==> src/hdl/epec_pkg.sv <==
// Shared constants and types for the EEPROM program/erase command controller.
// Assumes a single 50 MHz bus clock and an AHB-Lite register bus with word-aligned registers.
package epec_pkg;

   // Register indices; the byte address on the bus is four times the index.
   localparam logic [15:0] EPEC_IDX_FIRST  = 16'h3020;
   localparam logic [15:0] EPEC_IDX_LAST   = 16'h302f;
   localparam logic [15:0] EPEC_IDX_CLKDIV = 16'h3020;
   localparam logic [15:0] EPEC_IDX_SEC    = 16'h3021;
   localparam logic [15:0] EPEC_IDX_PARAM_INDEX = 16'h3022;
   localparam logic [15:0] EPEC_IDX_CFG    = 16'h3024;
   localparam logic [15:0] EPEC_IDX_ERCFG  = 16'h3025;
   localparam logic [15:0] EPEC_IDX_STAT   = 16'h3026;
   localparam logic [15:0] EPEC_IDX_ERSTAT = 16'h3027;
   localparam logic [15:0] EPEC_IDX_FPROT  = 16'h3028;
   localparam logic [15:0] EPEC_IDX_EEPROT = 16'h3029;
   localparam logic [15:0] EPEC_IDX_CCOBHI = 16'h302a;
   localparam logic [15:0] EPEC_IDX_CCOBLO = 16'h302b;
   localparam logic [15:0] EPEC_IDX_FOPT   = 16'h302c;

   // Reset values.
   localparam logic [7:0]  EPEC_RST_CLKDIV = 8'h00;
   localparam logic [7:0]  EPEC_RST_STAT   = 8'h80;
   localparam logic [7:0]  EPEC_RST_REG    = 8'h00;
   localparam logic [15:0] EPEC_RST_CCOB   = 16'h0000;

   // Field positions.
   localparam int EPEC_ST_CMD_COMPLETE_FLAG   = 7;
   localparam int EPEC_ST_ACCESS_ERROR_FLAG = 5;
   localparam int EPEC_ST_PROTECTION_VIOLATION_FLAG = 4;
   localparam int EPEC_CD_LOADED = 7;
   localparam int EPEC_CD_LOCK   = 6;
   localparam int EPEC_PR_ENABLE = 7;

   // Command codes and parameter index values.
   localparam logic [7:0] EPEC_CMD_PROG  = 8'h11;
   localparam logic [7:0] EPEC_CMD_ERASE = 8'h12;
   localparam logic [2:0] EPEC_IX_ADDR   = 3'h1;
   localparam logic [2:0] EPEC_IX_BYTE0  = 3'h2;
   localparam logic [2:0] EPEC_IX_BYTE3  = 3'h5;

   // Timing, counted on the 1 MHz timebase made by the clock divider.
   localparam int EPEC_MCLK_MHZ      = 50;
   localparam int EPEC_TIMEBASE_MHZ  = 1;
   localparam int EPEC_PROG_TIME_US  = 40;
   localparam int EPEC_ERASE_TIME_US = 5000;
   localparam int EPEC_PROG_TICKS    = EPEC_PROG_TIME_US * EPEC_TIMEBASE_MHZ;
   localparam int EPEC_ERASE_TICKS   = EPEC_ERASE_TIME_US * EPEC_TIMEBASE_MHZ;

   // Bus encodings.
   localparam logic [1:0] EPEC_HTRANS_IDLE = 2'h0;
   localparam logic       EPEC_HRESP_OKAY  = 1'b0;

   // Captured AHB address phase.
   typedef struct packed {
      logic        sel;
      logic        wr;
      logic [15:0] idx;
   } epec_ap_t;

   // Command sequencer states.
   typedef enum logic [2:0] {
      EPEC_S_IDLE   = 3'b000,
      EPEC_S_WRITE  = 3'b001,
      EPEC_S_WAIT   = 3'b010,
      EPEC_S_VREAD  = 3'b011,
      EPEC_S_VCHECK = 3'b100,
      EPEC_S_DONE   = 3'b101
   } epec_state_t;

endpackage

==> src/hdl/epec_mem.sv <==
// Byte-wide EEPROM array with one write port and a registered read port.
// Assumes writes and reads come from one sequencer in the same clock domain.
`timescale 1ns/10ps
`default_nettype none
module epec_mem #(
   parameter int AW = 8,
   parameter int DW = 8
) (
   input  wire logic          mclk,
   input  wire logic          nrst,
   input  wire logic          we,
   input  wire logic [AW-1:0] addr,
   input  wire logic [DW-1:0] wdata,
   output logic      [DW-1:0] rdata
);

   logic [DW-1:0] cells [2**AW];
   logic [DW-1:0] rdata_ff;

   // The cell array holds no reset, as a real array would not.
   always_ff @(posedge mclk) begin
      if (we) begin
         cells[addr] <= wdata;
      end
   end

   // Read data always appear one edge after the address.
   always_ff @(posedge mclk or negedge nrst) begin
      if (!nrst) begin
         rdata_ff <= '0;
      end else begin
         rdata_ff <= cells[addr];
      end
   end

   assign rdata = rdata_ff;

endmodule
`default_nettype wire

==> src/hdl/epec_ctrl.sv <==
// EEPROM program/erase command controller with its register set on AHB-Lite.
// Assumes one master, single word transfers, and a bus clock of 50 MHz.
//
// The AHB-Lite register port was decided locally.
`timescale 1ns/10ps
`default_nettype none
// Overview of operation
// RULE1: Command 0x11 writes one to four erased bytes, then verifies them.
// RULE2: Software puts word address at index 1 and bytes at indices 2 to 5.
// RULE3: Byte count comes from the parameter index value at launch.
// RULE4: Clearing the complete flag launches; program only if unprotected; flag sets when done.
// RULE5: Program launch with index below 2 or above 5 raises access error.
// RULE6: Either command in a forbidden operating mode raises access error.
// RULE7: An invalid 24-bit EEPROM global address raises access error.
// RULE8: Program bytes running past the EEPROM end raise access error.
// RULE9: A protected target area raises the protection-violation flag.
// RULE10: Verify errors set upper status bit; uncorrectable errors set lower bit. The code sets both bits on a verify failure.
// RULE11: Software puts 0x12 at index 0 and sector address at index 1.
// RULE12: Sector erase clears every byte of the sector, verifies, then completes.
// RULE13: Erase launch with index other than 1 raises access error.
// RULE14: Software programs only erased bytes and never adds bits later.
// RULE15: Sixteen register locations span 0x3020 to 0x302F.
// RULE16: Software writes no register while a command runs.
// RULE17: Program and erase timing runs from the clock divider setting.
// RULE18: Software sets the divider field to give a 1 MHz timebase.
// RULE19: Parameter index picks the command word seen through high and low registers.
// RULE20: A launch-time error skips the operation and leaves the complete flag set.
module epec_ctrl #(
   parameter int          EE_SIZE       = 256,
   parameter int          SECT_BYTES    = 4,
   parameter logic [23:0] EE_BASE       = 24'h800000,
   parameter int          PROG_TIME_US  = epec_pkg::EPEC_PROG_TICKS,
   parameter int          ERASE_TIME_US = epec_pkg::EPEC_ERASE_TICKS,
   parameter logic [7:0]  SEC_VALUE     = 8'h02,
   parameter logic [7:0]  FPROT_VALUE   = 8'h00,
   parameter logic [7:0]  FOPT_VALUE    = 8'h00
) (
   input  wire logic        mclk,
   input  wire logic        nrst,
   input  wire logic        hsel,
   input  wire logic [31:0] haddr,
   input  wire logic [1:0]  htrans,
   input  wire logic        hwrite,
   input  wire logic [2:0]  hsize,
   input  wire logic [31:0] hwdata,
   input  wire logic        hready,
   output logic             hreadyout,
   output logic             hresp,
   output logic [31:0]      hrdata,
   input  wire logic        mode_allows_cmd,
   output logic             cmd_busy
);
   import epec_pkg::*;

   localparam int OW        = $clog2(EE_SIZE);
   localparam int TW        = 24;
   localparam int PROT_GRAN = EE_SIZE / 16;

   epec_ap_t      ap_ff;
   epec_state_t   state_ff;
   logic [31:0]   hrdata_ff;
   logic          hreadyout_ff;
   logic          busy_ff;
   logic [7:0]    clkdiv_ff, cfg_ff, ercfg_ff, erstat_ff, eeprot_ff;
   logic [2:0]    ix_ff;
   logic [15:0]   ccob_ff [6];
   logic          cmd_complete_flag_ff, access_error_flag_ff, protection_violation_flag_ff;
   logic [1:0]    mg_ff;
   logic [5:0]    div_cnt_ff;
   logic          tick_ff;
   logic [OW-1:0] base_ff, pos_ff;
   logic [OW:0]   len_ff;
   logic          erase_ff;
   logic [TW-1:0] wait_ff;
   logic [7:0]    rd_byte;
   logic [7:0]    mem_rdata;

   // Address-phase decode; a misaligned or out-of-window address maps to nothing.
   wire logic        take     = hsel & hready & htrans[1];
   wire logic        addr_ok  = (haddr[31:18] == 14'h0000) && (haddr[1:0] == 2'h0);
   wire logic [15:0] addr_idx = addr_ok ? haddr[17:2] : 16'h0000;
   wire logic [2:0]  ix_read  = (ix_ff <= EPEC_IX_BYTE3) ? ix_ff : 3'h0;
   wire logic        ix_live  = (ix_ff <= EPEC_IX_BYTE3);
   wire logic [15:0] ccob_cur = ix_live ? ccob_ff[ix_read] : 16'h0000;

   // Data-phase write strobes; writable registers are frozen while a command runs.
   wire logic       wr_en     = ap_ff.sel & ap_ff.wr & cmd_complete_flag_ff;
   wire logic [7:0] wd        = hwdata[7:0];
   wire logic       wr_clkdiv = wr_en && (ap_ff.idx == EPEC_IDX_CLKDIV);
   wire logic       wr_ix     = wr_en && (ap_ff.idx == EPEC_IDX_PARAM_INDEX);
   wire logic       wr_cfg    = wr_en && (ap_ff.idx == EPEC_IDX_CFG);
   wire logic       wr_ercfg  = wr_en && (ap_ff.idx == EPEC_IDX_ERCFG);
   wire logic       wr_stat   = wr_en && (ap_ff.idx == EPEC_IDX_STAT);
   wire logic       wr_erstat = wr_en && (ap_ff.idx == EPEC_IDX_ERSTAT);
   wire logic       wr_eeprot = wr_en && (ap_ff.idx == EPEC_IDX_EEPROT);
   wire logic       wr_hi     = wr_en && (ap_ff.idx == EPEC_IDX_CCOBHI) && ix_live;
   wire logic       wr_lo     = wr_en && (ap_ff.idx == EPEC_IDX_CCOBLO) && ix_live;

   // Command decode and launch-time checks on the command object.
   wire logic [7:0]  cmd_code = ccob_ff[0][15:8];
   wire logic [23:0] gaddr    = {ccob_ff[0][7:0], ccob_ff[1]};
   wire logic [23:0] off_full = gaddr - EE_BASE;
   wire logic        is_prog  = (cmd_code == EPEC_CMD_PROG);
   wire logic        is_erase = (cmd_code == EPEC_CMD_ERASE);
   wire logic [2:0]  nbytes   = ix_ff - EPEC_IX_ADDR;
   wire logic        launch   = wr_stat & wd[EPEC_ST_CMD_COMPLETE_FLAG];
   wire logic        ix_bad   = is_prog ? ((ix_ff < EPEC_IX_BYTE0) || (ix_ff > EPEC_IX_BYTE3))
                                        : (ix_ff != EPEC_IX_ADDR);
   wire logic        in_range = (gaddr >= EE_BASE) && (off_full < 24'(EE_SIZE));
   wire logic [24:0] prog_end = {1'b0, off_full} + {22'h000000, nbytes};
   wire logic        breach   = is_prog && (prog_end > 25'(EE_SIZE));
   wire logic [OW-1:0] off      = off_full[OW-1:0];
   wire logic [OW-1:0] sect_off = off & ~OW'(SECT_BYTES - 1);
   wire logic [OW:0]   end_off  = is_erase ? ({1'b0, sect_off} + (OW+1)'(SECT_BYTES - 1))
                                           : ({1'b0, off} + {{(OW-2){1'b0}}, nbytes} - 1'b1);
   wire logic [OW:0]   prot_bnd = (OW+1)'(int'(eeprot_ff[3:0]) * PROT_GRAN);
   wire logic          prot_hit = eeprot_ff[EPEC_PR_ENABLE] && (end_off >= prot_bnd);
   wire logic acc_err = launch & (!(is_prog | is_erase) | ix_bad | !mode_allows_cmd // RULE5 RULE13
                                  | !in_range | breach); // RULE6 RULE7 RULE8
   wire logic pv_err  = launch & !acc_err & prot_hit; // RULE9
   wire logic go      = launch & !acc_err & !pv_err; // RULE4 RULE20

   // Sequencer datapath: array address, expected byte and verify compare.
   wire logic [2:0] byte_ix   = 3'(pos_ff[1:0]) + EPEC_IX_BYTE0;
   wire logic [7:0] expected  = erase_ff ? 8'hff : ccob_ff[byte_ix][7:0]; // RULE12 RULE1
   wire logic [OW-1:0] mem_addr = base_ff + pos_ff;
   wire logic       mem_we    = (state_ff == EPEC_S_WRITE);
   wire logic       last_pos  = ({1'b0, pos_ff} == (len_ff - 1'b1));
   wire logic       vfail     = (state_ff == EPEC_S_VCHECK) && (mem_rdata != expected);

   // Read multiplexer for the sixteen-location register window.
   always_comb begin
      case (addr_idx)
         EPEC_IDX_CLKDIV: rd_byte = clkdiv_ff;
         EPEC_IDX_SEC:    rd_byte = SEC_VALUE;
         EPEC_IDX_PARAM_INDEX: rd_byte = {5'h00, ix_ff};
         EPEC_IDX_CFG:    rd_byte = cfg_ff;
         EPEC_IDX_ERCFG:  rd_byte = ercfg_ff;
         EPEC_IDX_STAT:   rd_byte = {cmd_complete_flag_ff, 1'b0, access_error_flag_ff, protection_violation_flag_ff, 2'b00, mg_ff};
         EPEC_IDX_ERSTAT: rd_byte = erstat_ff;
         EPEC_IDX_FPROT:  rd_byte = FPROT_VALUE;
         EPEC_IDX_EEPROT: rd_byte = eeprot_ff;
         EPEC_IDX_CCOBHI: rd_byte = ccob_cur[15:8]; // RULE19
         EPEC_IDX_CCOBLO: rd_byte = ccob_cur[7:0]; // RULE19
         EPEC_IDX_FOPT:   rd_byte = FOPT_VALUE;
         default:         rd_byte = 8'h00; // RULE15
      endcase
   end

   // Bus slave: zero wait states, read data registered for the data phase.
   always_ff @(posedge mclk or negedge nrst) begin
      if (!nrst) begin
         ap_ff        <= '0;
         hrdata_ff    <= 32'h00000000;
         hreadyout_ff <= 1'b0;
      end else begin
         ap_ff        <= '{sel: take, wr: hwrite, idx: addr_idx};
         hrdata_ff    <= (take && !hwrite) ? {24'h000000, rd_byte} : 32'h00000000;
         hreadyout_ff <= 1'b1;
      end
   end

   // Plain software registers and the clock divider with its lock.
   always_ff @(posedge mclk or negedge nrst) begin
      if (!nrst) begin
         clkdiv_ff <= EPEC_RST_CLKDIV;
         ix_ff     <= 3'h0;
         cfg_ff    <= EPEC_RST_REG;
         ercfg_ff  <= EPEC_RST_REG;
         erstat_ff <= EPEC_RST_REG;
         eeprot_ff <= EPEC_RST_REG;
      end else begin
         if (wr_clkdiv) begin
            clkdiv_ff[EPEC_CD_LOADED] <= 1'b1;
            clkdiv_ff[EPEC_CD_LOCK]   <= clkdiv_ff[EPEC_CD_LOCK] | wd[EPEC_CD_LOCK];
            if (!clkdiv_ff[EPEC_CD_LOCK]) begin
               clkdiv_ff[5:0] <= wd[5:0];
            end
         end
         if (wr_ix) begin
            ix_ff <= wd[2:0];
         end
         if (wr_cfg) begin
            cfg_ff <= wd;
         end
         if (wr_ercfg) begin
            ercfg_ff <= wd;
         end
         if (wr_erstat) begin
            erstat_ff <= erstat_ff & ~wd;
         end
         if (wr_eeprot) begin
            eeprot_ff <= wd;
         end
      end
   end

   // Command object array, one word per index, written byte-wise.
   always_ff @(posedge mclk or negedge nrst) begin
      if (!nrst) begin
         for (int i = 0; i < 6; i++) begin
            ccob_ff[i] <= EPEC_RST_CCOB;
         end
      end else begin
         if (wr_hi) begin
            ccob_ff[ix_read][15:8] <= wd; // RULE19
         end
         if (wr_lo) begin
            ccob_ff[ix_read][7:0] <= wd; // RULE19
         end
      end
   end

   // Status flags; a hardware set wins over a software clear in the same cycle.
   always_ff @(posedge mclk or negedge nrst) begin
      if (!nrst) begin
         cmd_complete_flag_ff   <= EPEC_RST_STAT[EPEC_ST_CMD_COMPLETE_FLAG];
         access_error_flag_ff <= 1'b0;
         protection_violation_flag_ff <= 1'b0;
         mg_ff     <= 2'b00;
         busy_ff   <= 1'b0;
      end else begin
         cmd_complete_flag_ff   <= go ? 1'b0 : (cmd_complete_flag_ff | (state_ff == EPEC_S_DONE)); // RULE4 RULE12
         access_error_flag_ff <= acc_err | (access_error_flag_ff & ~(wr_stat & wd[EPEC_ST_ACCESS_ERROR_FLAG]));
         protection_violation_flag_ff <= pv_err | (protection_violation_flag_ff & ~(wr_stat & wd[EPEC_ST_PROTECTION_VIOLATION_FLAG]));
         mg_ff     <= go ? 2'b00 : (mg_ff | {vfail, vfail}); // RULE10
         busy_ff   <= go | (busy_ff & (state_ff != EPEC_S_DONE));
      end
   end

   // Timebase: one tick every divider_field+1 bus clocks.
   always_ff @(posedge mclk or negedge nrst) begin
      if (!nrst) begin
         div_cnt_ff <= 6'h00;
         tick_ff    <= 1'b0;
      end else begin
         tick_ff    <= (div_cnt_ff == clkdiv_ff[5:0]); // RULE17
         div_cnt_ff <= (div_cnt_ff == clkdiv_ff[5:0]) ? 6'h00 : div_cnt_ff + 6'h01;
      end
   end

   // Sequencer: write every byte, wait the timed interval, then read back and compare.
   always_ff @(posedge mclk or negedge nrst) begin
      if (!nrst) begin
         state_ff <= EPEC_S_IDLE;
         base_ff  <= '0;
         pos_ff   <= '0;
         len_ff   <= '0;
         erase_ff <= 1'b0;
         wait_ff  <= '0;
      end else begin
         case (state_ff)
            EPEC_S_IDLE: begin
               if (go) begin
                  state_ff <= EPEC_S_WRITE;
                  erase_ff <= is_erase;
                  base_ff  <= is_erase ? sect_off : off; // RULE12
                  len_ff   <= is_erase ? (OW+1)'(SECT_BYTES) : (OW+1)'(nbytes); // RULE3
                  pos_ff   <= '0;
               end
            end
            EPEC_S_WRITE: begin
               if (last_pos) begin
                  state_ff <= EPEC_S_WAIT;
                  pos_ff   <= '0;
                  wait_ff  <= erase_ff ? TW'(ERASE_TIME_US) : TW'(PROG_TIME_US); // RULE17
               end else begin
                  pos_ff <= pos_ff + 1'b1;
               end
            end
            EPEC_S_WAIT: begin
               if (wait_ff == '0) begin
                  state_ff <= EPEC_S_VREAD;
               end else if (tick_ff) begin
                  wait_ff <= wait_ff - 1'b1;
               end
            end
            EPEC_S_VREAD: begin
               state_ff <= EPEC_S_VCHECK;
            end
            EPEC_S_VCHECK: begin
               if (last_pos) begin
                  state_ff <= EPEC_S_DONE; // RULE1
               end else begin
                  pos_ff   <= pos_ff + 1'b1;
                  state_ff <= EPEC_S_VREAD;
               end
            end
            EPEC_S_DONE: begin
               state_ff <= EPEC_S_IDLE;
            end
            default: begin
               state_ff <= EPEC_S_IDLE;
            end
         endcase
      end
   end

   // EEPROM cell array with registered read data.
   epec_mem #(
      .AW (OW),
      .DW (8)
   ) u_mem (
      .mclk  (mclk),
      .nrst  (nrst),
      .we    (mem_we),
      .addr  (mem_addr),
      .wdata (expected),
      .rdata (mem_rdata)
   );

   // Output drivers, straight from flip-flops except hresp, which is tied to OKAY.
   assign hreadyout = hreadyout_ff;
   assign hresp     = EPEC_HRESP_OKAY;
   assign hrdata    = hrdata_ff;
   assign cmd_busy  = busy_ff;
endmodule
`default_nettype wire

==> config.mk <==
export PLATFORM = sky130hd
export DESIGN_NAME = epec_ctrl
export DESIGN_NICKNAME = d
export VERILOG_FILES = /design/src/hdl/epec_pkg.sv /design/src/hdl/epec_mem.sv /design/src/hdl/epec_ctrl.sv
export SDC_FILE = /design/constraint.sdc
export NUM_CORES = 2
export LEC_CHECK = 0
export BUFFER_PORTS_ARGS = -buffer_cell sky130_fd_sc_hd__buf_2
export CORE_ASPECT_RATIO = 1.2
export CORE_MARGIN = 5
export CORE_UTILIZATION = 65
export CTS_BUF_LIST = sky130_fd_sc_hd__clkbuf_16
export DETAILED_ROUTE_END_ITERATION = 10
export PLACE_DENSITY = 0.82
export SETUP_SLACK_MARGIN = 0.4
export SYNTH_ARGS = -nofsm -noshare
export SYNTH_HDL_FRONTEND = slang
export SYNTH_SLANG_ARGS = --single-unit
==> constraint.sdc <==
create_clock -name mclk -period 10.65 [get_ports mclk]
set_input_delay 3.195 -clock mclk [delete_from_list [all_inputs] [get_ports mclk]]
set_output_delay 3.195 -clock mclk [all_outputs]
set_load 0.005 [all_outputs]
### Yosys cells after proc, flatten, opt, wreduce, memory -nomap -nowiden

Memory sizes are Yosys's and may differ from the RTL's. A register that Yosys moved wholly into a read port is not among the register bits.
Cells that the tools add are included.

| operators by class | value |
|---|---|
| reduce and logical (&&, ||, !) cells | 37 |
| equality and inequality tests | 37 |
| order comparisons | 10 |
| bitwise logic cells | 32 |
| add/subtract/negate cells | 12 |
| mux-type cells | 43 |

Operators with widths:

| kind | number |
|---|---|
| 16-bit by 14-bit == test with 1-bit output (second input constant) | 19 |
| 96-bit bitwise mux | 2 |
| 96-bit two-way mux | 2 |
| 16-bit binary-select mux with 3-bit select | 2 |
| 16-bit demux with 3-bit select | 2 |
| 16-bit two-way mux | 5 |
| 8-bit case mux with 10 select lines | 1 |
| 24-bit two-way mux | 3 |
| 8-bit two-way mux | 8 |
| 24-bit case mux with 2 select lines | 1 |
| 24-bit by 3-bit adder with 25-bit output | 1 |
| 25-bit by 9-bit > comparator with 1-bit output (second input constant) | 1 |
| 24-bit >= comparator (second input constant) | 1 |
| 24-bit zero test | 1 |
| 24-bit by 9-bit < comparator with 1-bit output (second input constant) | 1 |
| 8-bit case mux with 3 select lines | 1 |
| 24-bit by 1-bit subtractor with 24-bit output (second input constant) | 1 |
| 24-bit subtractor (second input constant) | 1 |
| 1-bit logical AND | 18 |
| 3-bit two-way mux | 6 |
| 9-bit by 1-bit subtractor with 9-bit output (second input constant) | 2 |
| 8-bit by 5-bit == test with 1-bit output (second input constant) | 2 |
| 3-bit case mux with 5 select lines | 1 |
| 1-bit bitwise AND | 14 |
| other kinds (44) | 75 |

| word-level totals | value |
|---|---|
| register bits after elaboration | 232 |
| memory bits (writable) | 2,048 |
| memories kept | 1 |

Memory list:

| memory | words | bits a word | rd ports | clocked after Yosys merged registers in | write ports | line | text |
|---|---|---|---|---|---|---|---|
| u_mem.cells | 256 | 8 | 1 | 1 | 1 | epec_mem.sv:17 | `logic [DW-1:0] cells [2**AW];` |

### Longest topological paths before layout

| logic depth | value |
|---|---|
| depth after elaboration | 15 |
| gate-level depth with buffers | 22 |

### Hierarchy

A second synthesis with hierarchy kept.

| second synthesis, totals | value |
|---|---|
| cells, all modules | 4,652 |
| area total of the unflattened synthesis | 90,978.5 um^2 |

Modules (own cells, without submodules):

| module | cells each | area an instance (um^2) | instances |
|---|---|---|---|
| epec_mem | 3,546 | 78,492.8 | 1 |
| epec_ctrl | 1,106 | 12,485.7 | 1 |

### Worst setup path after synthesis

No wires, ideal clock.

| timing | value |
|---|---|
| kind | input port to flip-flop |
| start | input port haddr[20] |
| end | register hrdata_ff[4] (netlist: hrdata[4]) |
| stages on the path | 8 |
| arrival | 5.214 ns |
| setup slack | 5.354 ns |
| setup time | 0.082 ns |
| data required time | 10.568 ns |
| cells stage by stage | nor4_1 and4_1 and2_1 nand4_1 clkbuf_1 nor4b_1 a222oi_1 a31oi_1 |

| on the way | value |
|---|---|
| cells in the longest elaborated chain, start to end | 6 |
| elaborated cells on any way between the ends | 15 |
| classes of those cells | eq/ne: 10; mux: 3; reduce/logical: 2 |

RTL lines:

| item | line | text |
|---|---|---|
| start, declared | epec_ctrl.sv:41 | `input wire logic [31:0] haddr,` |
| 14-bit zero test (*) | epec_ctrl.sv:80 | `wire logic addr_ok = (haddr[31:18] == 14'h0000) && (haddr[1:0] == 2'h0);` |
| 1-bit logical AND (*) | epec_ctrl.sv:80 |  |
| 16-bit two-way mux (*) | epec_ctrl.sv:81 | `wire logic [15:0] addr_idx = addr_ok ? haddr[17:2] : 16'h0000;` |
| named net addr_idx[12] | epec_ctrl.sv:81 |  |
| 16-bit by 14-bit == test with 1-bit output | epec_ctrl.sv:133 | `case (addr_idx)` |
| 8-bit case mux with 10 select lines (*) | epec_ctrl.sv:133 |  |
| 8-bit two-way mux (*) | epec_ctrl.sv:158 | `hrdata_ff <= (take && !hwrite) ? {24'h000000, rd_byte} : 32'h00000000;` |
| end signal, assigned | epec_ctrl.sv:158 |  |
| end, declared | epec_ctrl.sv:61 | `logic [31:0] hrdata_ff;` |

The timed path passes the listed nets; every way through them passes the cells marked *.
A chain may end at the register's enable or synchronous reset.

### Worst setup path in the final report

| timing | value |
|---|---|
| start | register pos_ff[0] |
| end | register u_mem.rdata_ff[2] (netlist: u_mem.rdata[2]) (read register of u_mem.cells) |

| on the way | value |
|---|---|
| cells in the longest elaborated chain, start to end | 1 |

RTL lines:

| item | line | text |
|---|---|---|
| start, declared | epec_ctrl.sv:71 | `logic [OW-1:0] base_ff, pos_ff;` |
| start signal, assigned | epec_ctrl.sv:268 | `pos_ff <= pos_ff + 1'b1;` |
| start signal, assigned | epec_ctrl.sv:285 | `pos_ff <= pos_ff + 1'b1;` |
| 8-bit adder | epec_ctrl.sv:126 | `wire logic [OW-1:0] mem_addr = base_ff + pos_ff;` |
| end, declared | epec_mem.sv:18 | `logic [DW-1:0] rdata_ff;` |

No other way between the ends.

==> results.yml <==
detailed_routing:
  vias: 47400
  ant_nets: 0
  drt_iter0_drc: 7529
  drc: 0
  wl_per_cell_um: 36.8
  finalWirelength_um: 239000
  dr.pass1.iters: 7
  viasPerCell: 7.30
job:
  cap_violations: 0
die:
  die_h_um: 421
  boundaryPins: 110
  start_util_pct: 65.2
  die_area_mm2: 0.149
  core-area_mm2: 0.141
  die_x_um: 353
  rows: 151
timing:
  skew_ns: 0.0531
  finalCritPeriodShare_pct: 61.8
  slew_headroom_pct: 11.5
  worstMarginPinSlew_ns: 1.32
  finalSetupViolCount: 0
  setup_tns_ns: 0
  period_minus_slack_ns: 6.58
  max_freq_mhz: 152
  slew_viol_final: 0
  hold_violations: 0
  rsz0062_at_grt: "false"
synthesis:
  synth-edff-count: 2048
  synthMuxAreaShare_pct: 19.3
  syn_area_mm2: 0.0917
  synth-seq-cells: 2282
  synth_adder_area_share_pct: 0.639
  ys_types: 77
  synth_compound_area_share_pct: 1.31
  avgSynthCellArea_um2: 20.9
  synth-simple-area-share_pct: 3.21
  yosys_warnings: 0
  synth-async-reset-ratio_pct: 10.3
  synth-xor-area-share_pct: 0.611
  ys.flop_type: "edfxtp_1"
  synthCells: 4396
  synth_seq_area_share_pct: 73.5
  synth_top_family_by_area: "multiplexers"
final_layout:
  final_util_pct: 71.4
  final_common_cell: "edfxtp_1"
  drive_gt1_share_pct: 27.9
  fillers: 7336
  final_cells: 6494
  area_delta_synth_final_pct: 9.61
  layout_common_cells: "edfxtp_1, mux4_2, nor2_1, dfrtp_1, clkbuf_16"
  finalInstanceArea_mm2: 0.101
  nNetsFinal: 4592
power_and_ir_drop:
  intPower_mw: 13.7
  p_leak_nw: 38.8
  ir_worst_vdd_v: 0.000193
  power_frac_clock_pct: 43.0
  pwr-share-seq_pct: 56.0
  power.share.combinational_pct: 1.0
  p_sw_share_pct: 20.4
  pwr_density_cell_mw_per_mm2: 171
  power.switching_mw: 3.52
clock_tree:
  cts.path.max_buffers: 3
  cts_sinks: 2282
  post_cts.repair.setup_buffers: 0
  tritoncts: "built"
  clk_pin_slew_worst_paths_ns: 0.07
  root_buffer: "clkbuf_16"
  worstSkewPairLatency_ns: 0.86
  numCtsBuffers: 203
  ctsHoldBuffers: 0
  cts_max_level: 4
  post_cts_resized: 0
setup_path:
  path_class: "flop to flop"
  critPathRequiredTime_ns: 11.34
  critPathLaunchType: "flop"
  r2r_slack_ns: 4.07
  cp.arrival_ns: 7.26
  cp-end-kind: "flop"
  worstPathMaxFanout: 63
placement:
  hpwl_um: 124000
  io_buffer_count: 56
  gp_routability_congestion: 0.853
  dp_cells: 6103
  placed_cell_area_mm2: 0.0939
global_routing:
  grt-ovfl-total: 0
  grt_first_pass_wirelength_um: 348000
  grt_pass1_vias: 48100
  grt_max_degree: 216
  track_usage_pct: 32.6
  antenna_found_initial: 8
status:
  status: "completed"
min_path:
  worstHoldPathType: "flop to flop"
-- flip-flops by register name, indices dropped and copies added, names as in the netlist, 2 cells and up --
signal and flops:
clkdiv_ff 8, pos_ff 8, div_cnt_ff 6, state_ff 3, mg_ff 2, eeprot_ff 8, erstat_ff 8, u_mem.cells 2048
base_ff 8, wait_ff 24, len_ff 3, hrdata 8, ccob_ff 96, ercfg_ff 8, cfg_ff 8, ix_ff 3
ap_ff 18, u_mem.rdata 8
-- synthesized netlist by cell type (all sizes together), types with 9 or more instances --
library cell	instances	area (µm²)
a21oi	39	199
ha	42	526
mux2i	51	510
nand2b	13	81.3
buf	100	529
clkbuf	158	593
a22oi	9	67.6
xor2	21	184
o21ai	39	195
a31oi	10	62.6
nand3	36	180
edfxtp	2048	61500
mux2	136	1530
inv	63	236
and2	23	144
or2	14	87.6
nand2	79	297
nor3	27	140
nor4b	11	154
nor2b	9	56.3
o22ai	16	100
xnor2	43	377
dfrtp	233	5830
nor2	331	1240
nor4	19	119
nand4	16	106
a222oi	11	110
mux4	695	15700
a21boi	9	67.6
-- routing by layer --
metal / track usage [%] / wire length [µm]
met5: 0 / 38
met4: 17.1 / 15300
met3: 6.36 / 24000
met2: 53.4 / 120000
met1: 42.4 / 79200
-- power groups by stage --
stage	clock network [mW]	logic [mW]	registers [mW]
floorplan	0	0.118	9.84
global placement	0	0.166	9.85
detailed placement	0	0.170	9.85
CTS	7.44	0.172	9.66
global route	7.86	0.192	9.66
finish	7.40	0.173	9.66
-- worst paths after layout --
path                                       startpoint                        to  depth (start not counted)
min in group asynchronous                        nrst   ccob_ff[13]$_DFFE_PN0P_                          1
worst max-delay path            pos_ff[0]$_DFFE_PN0P_  u_mem.rdata[2]$_DFF_PN0_                          9
max in group asynchronous                        nrst       ap_ff[16]$_DFF_PN0_                          2
worst max register to register  pos_ff[0]$_DFFE_PN0P_  u_mem.rdata[2]$_DFF_PN0_                          9
worst min register to register     cmd_busy$_DFF_PN0_        cmd_busy$_DFF_PN0_                          1
worst min-delay path               cmd_busy$_DFF_PN0_        cmd_busy$_DFF_PN0_                          1
-- metrics by stage --
| step | setup WS, ns | power (mW) | hold WS [ns] |
|---|---|---|---|
| 3_3_place_gp | 4.15 | 10.0 | 0.452 |
| 3_5_place_dp | 4.10 | 10.0 | 0.461 |
| 5_1_grt | 3.98 | 17.7 | 0.507 |
| 6_report | 4.07 | 17.2 | 0.485 |
| 2_1_floorplan | 5.35 | 9.96 | 0.438 |
| 4_1_cts | 4.21 | 17.3 | 0.483 |
-- kinds of logic after synthesis --
logic type	after synthesis
other cells	2
buf+inv	321
flops	2282
xor+xnor	64
simple gates	621
mux	882
fa+ha+maj	45
compound gates	179
-- critical path, stage by stage (launching register included) --
cell and delay [ns]:
dfrtp_1 0.69, ha_4 0.33, fa_4 1.27, buf_4 0.92, buf_4 0.92, mux4_2 0.45
mux4_2 0.57, mux4_2 0.57, mux2i_1 0.36, mux2i_1 0.15
-- area by class of cell --
type	count	area, µm²	share of cell area, %
flip-flops and latches	2282	67400	67.0
multi-input cells	1817	23200	23.1
clock buffers	208	5200	5.18
well taps	1836	2300	2.29
clock inverters	176	1400	1.39
repair buffers	105	758	0.754
inverters	63	236	0.235
diodes	7	17.5	0.0174
Note: power is estimated with default switching activity, not from simulation.
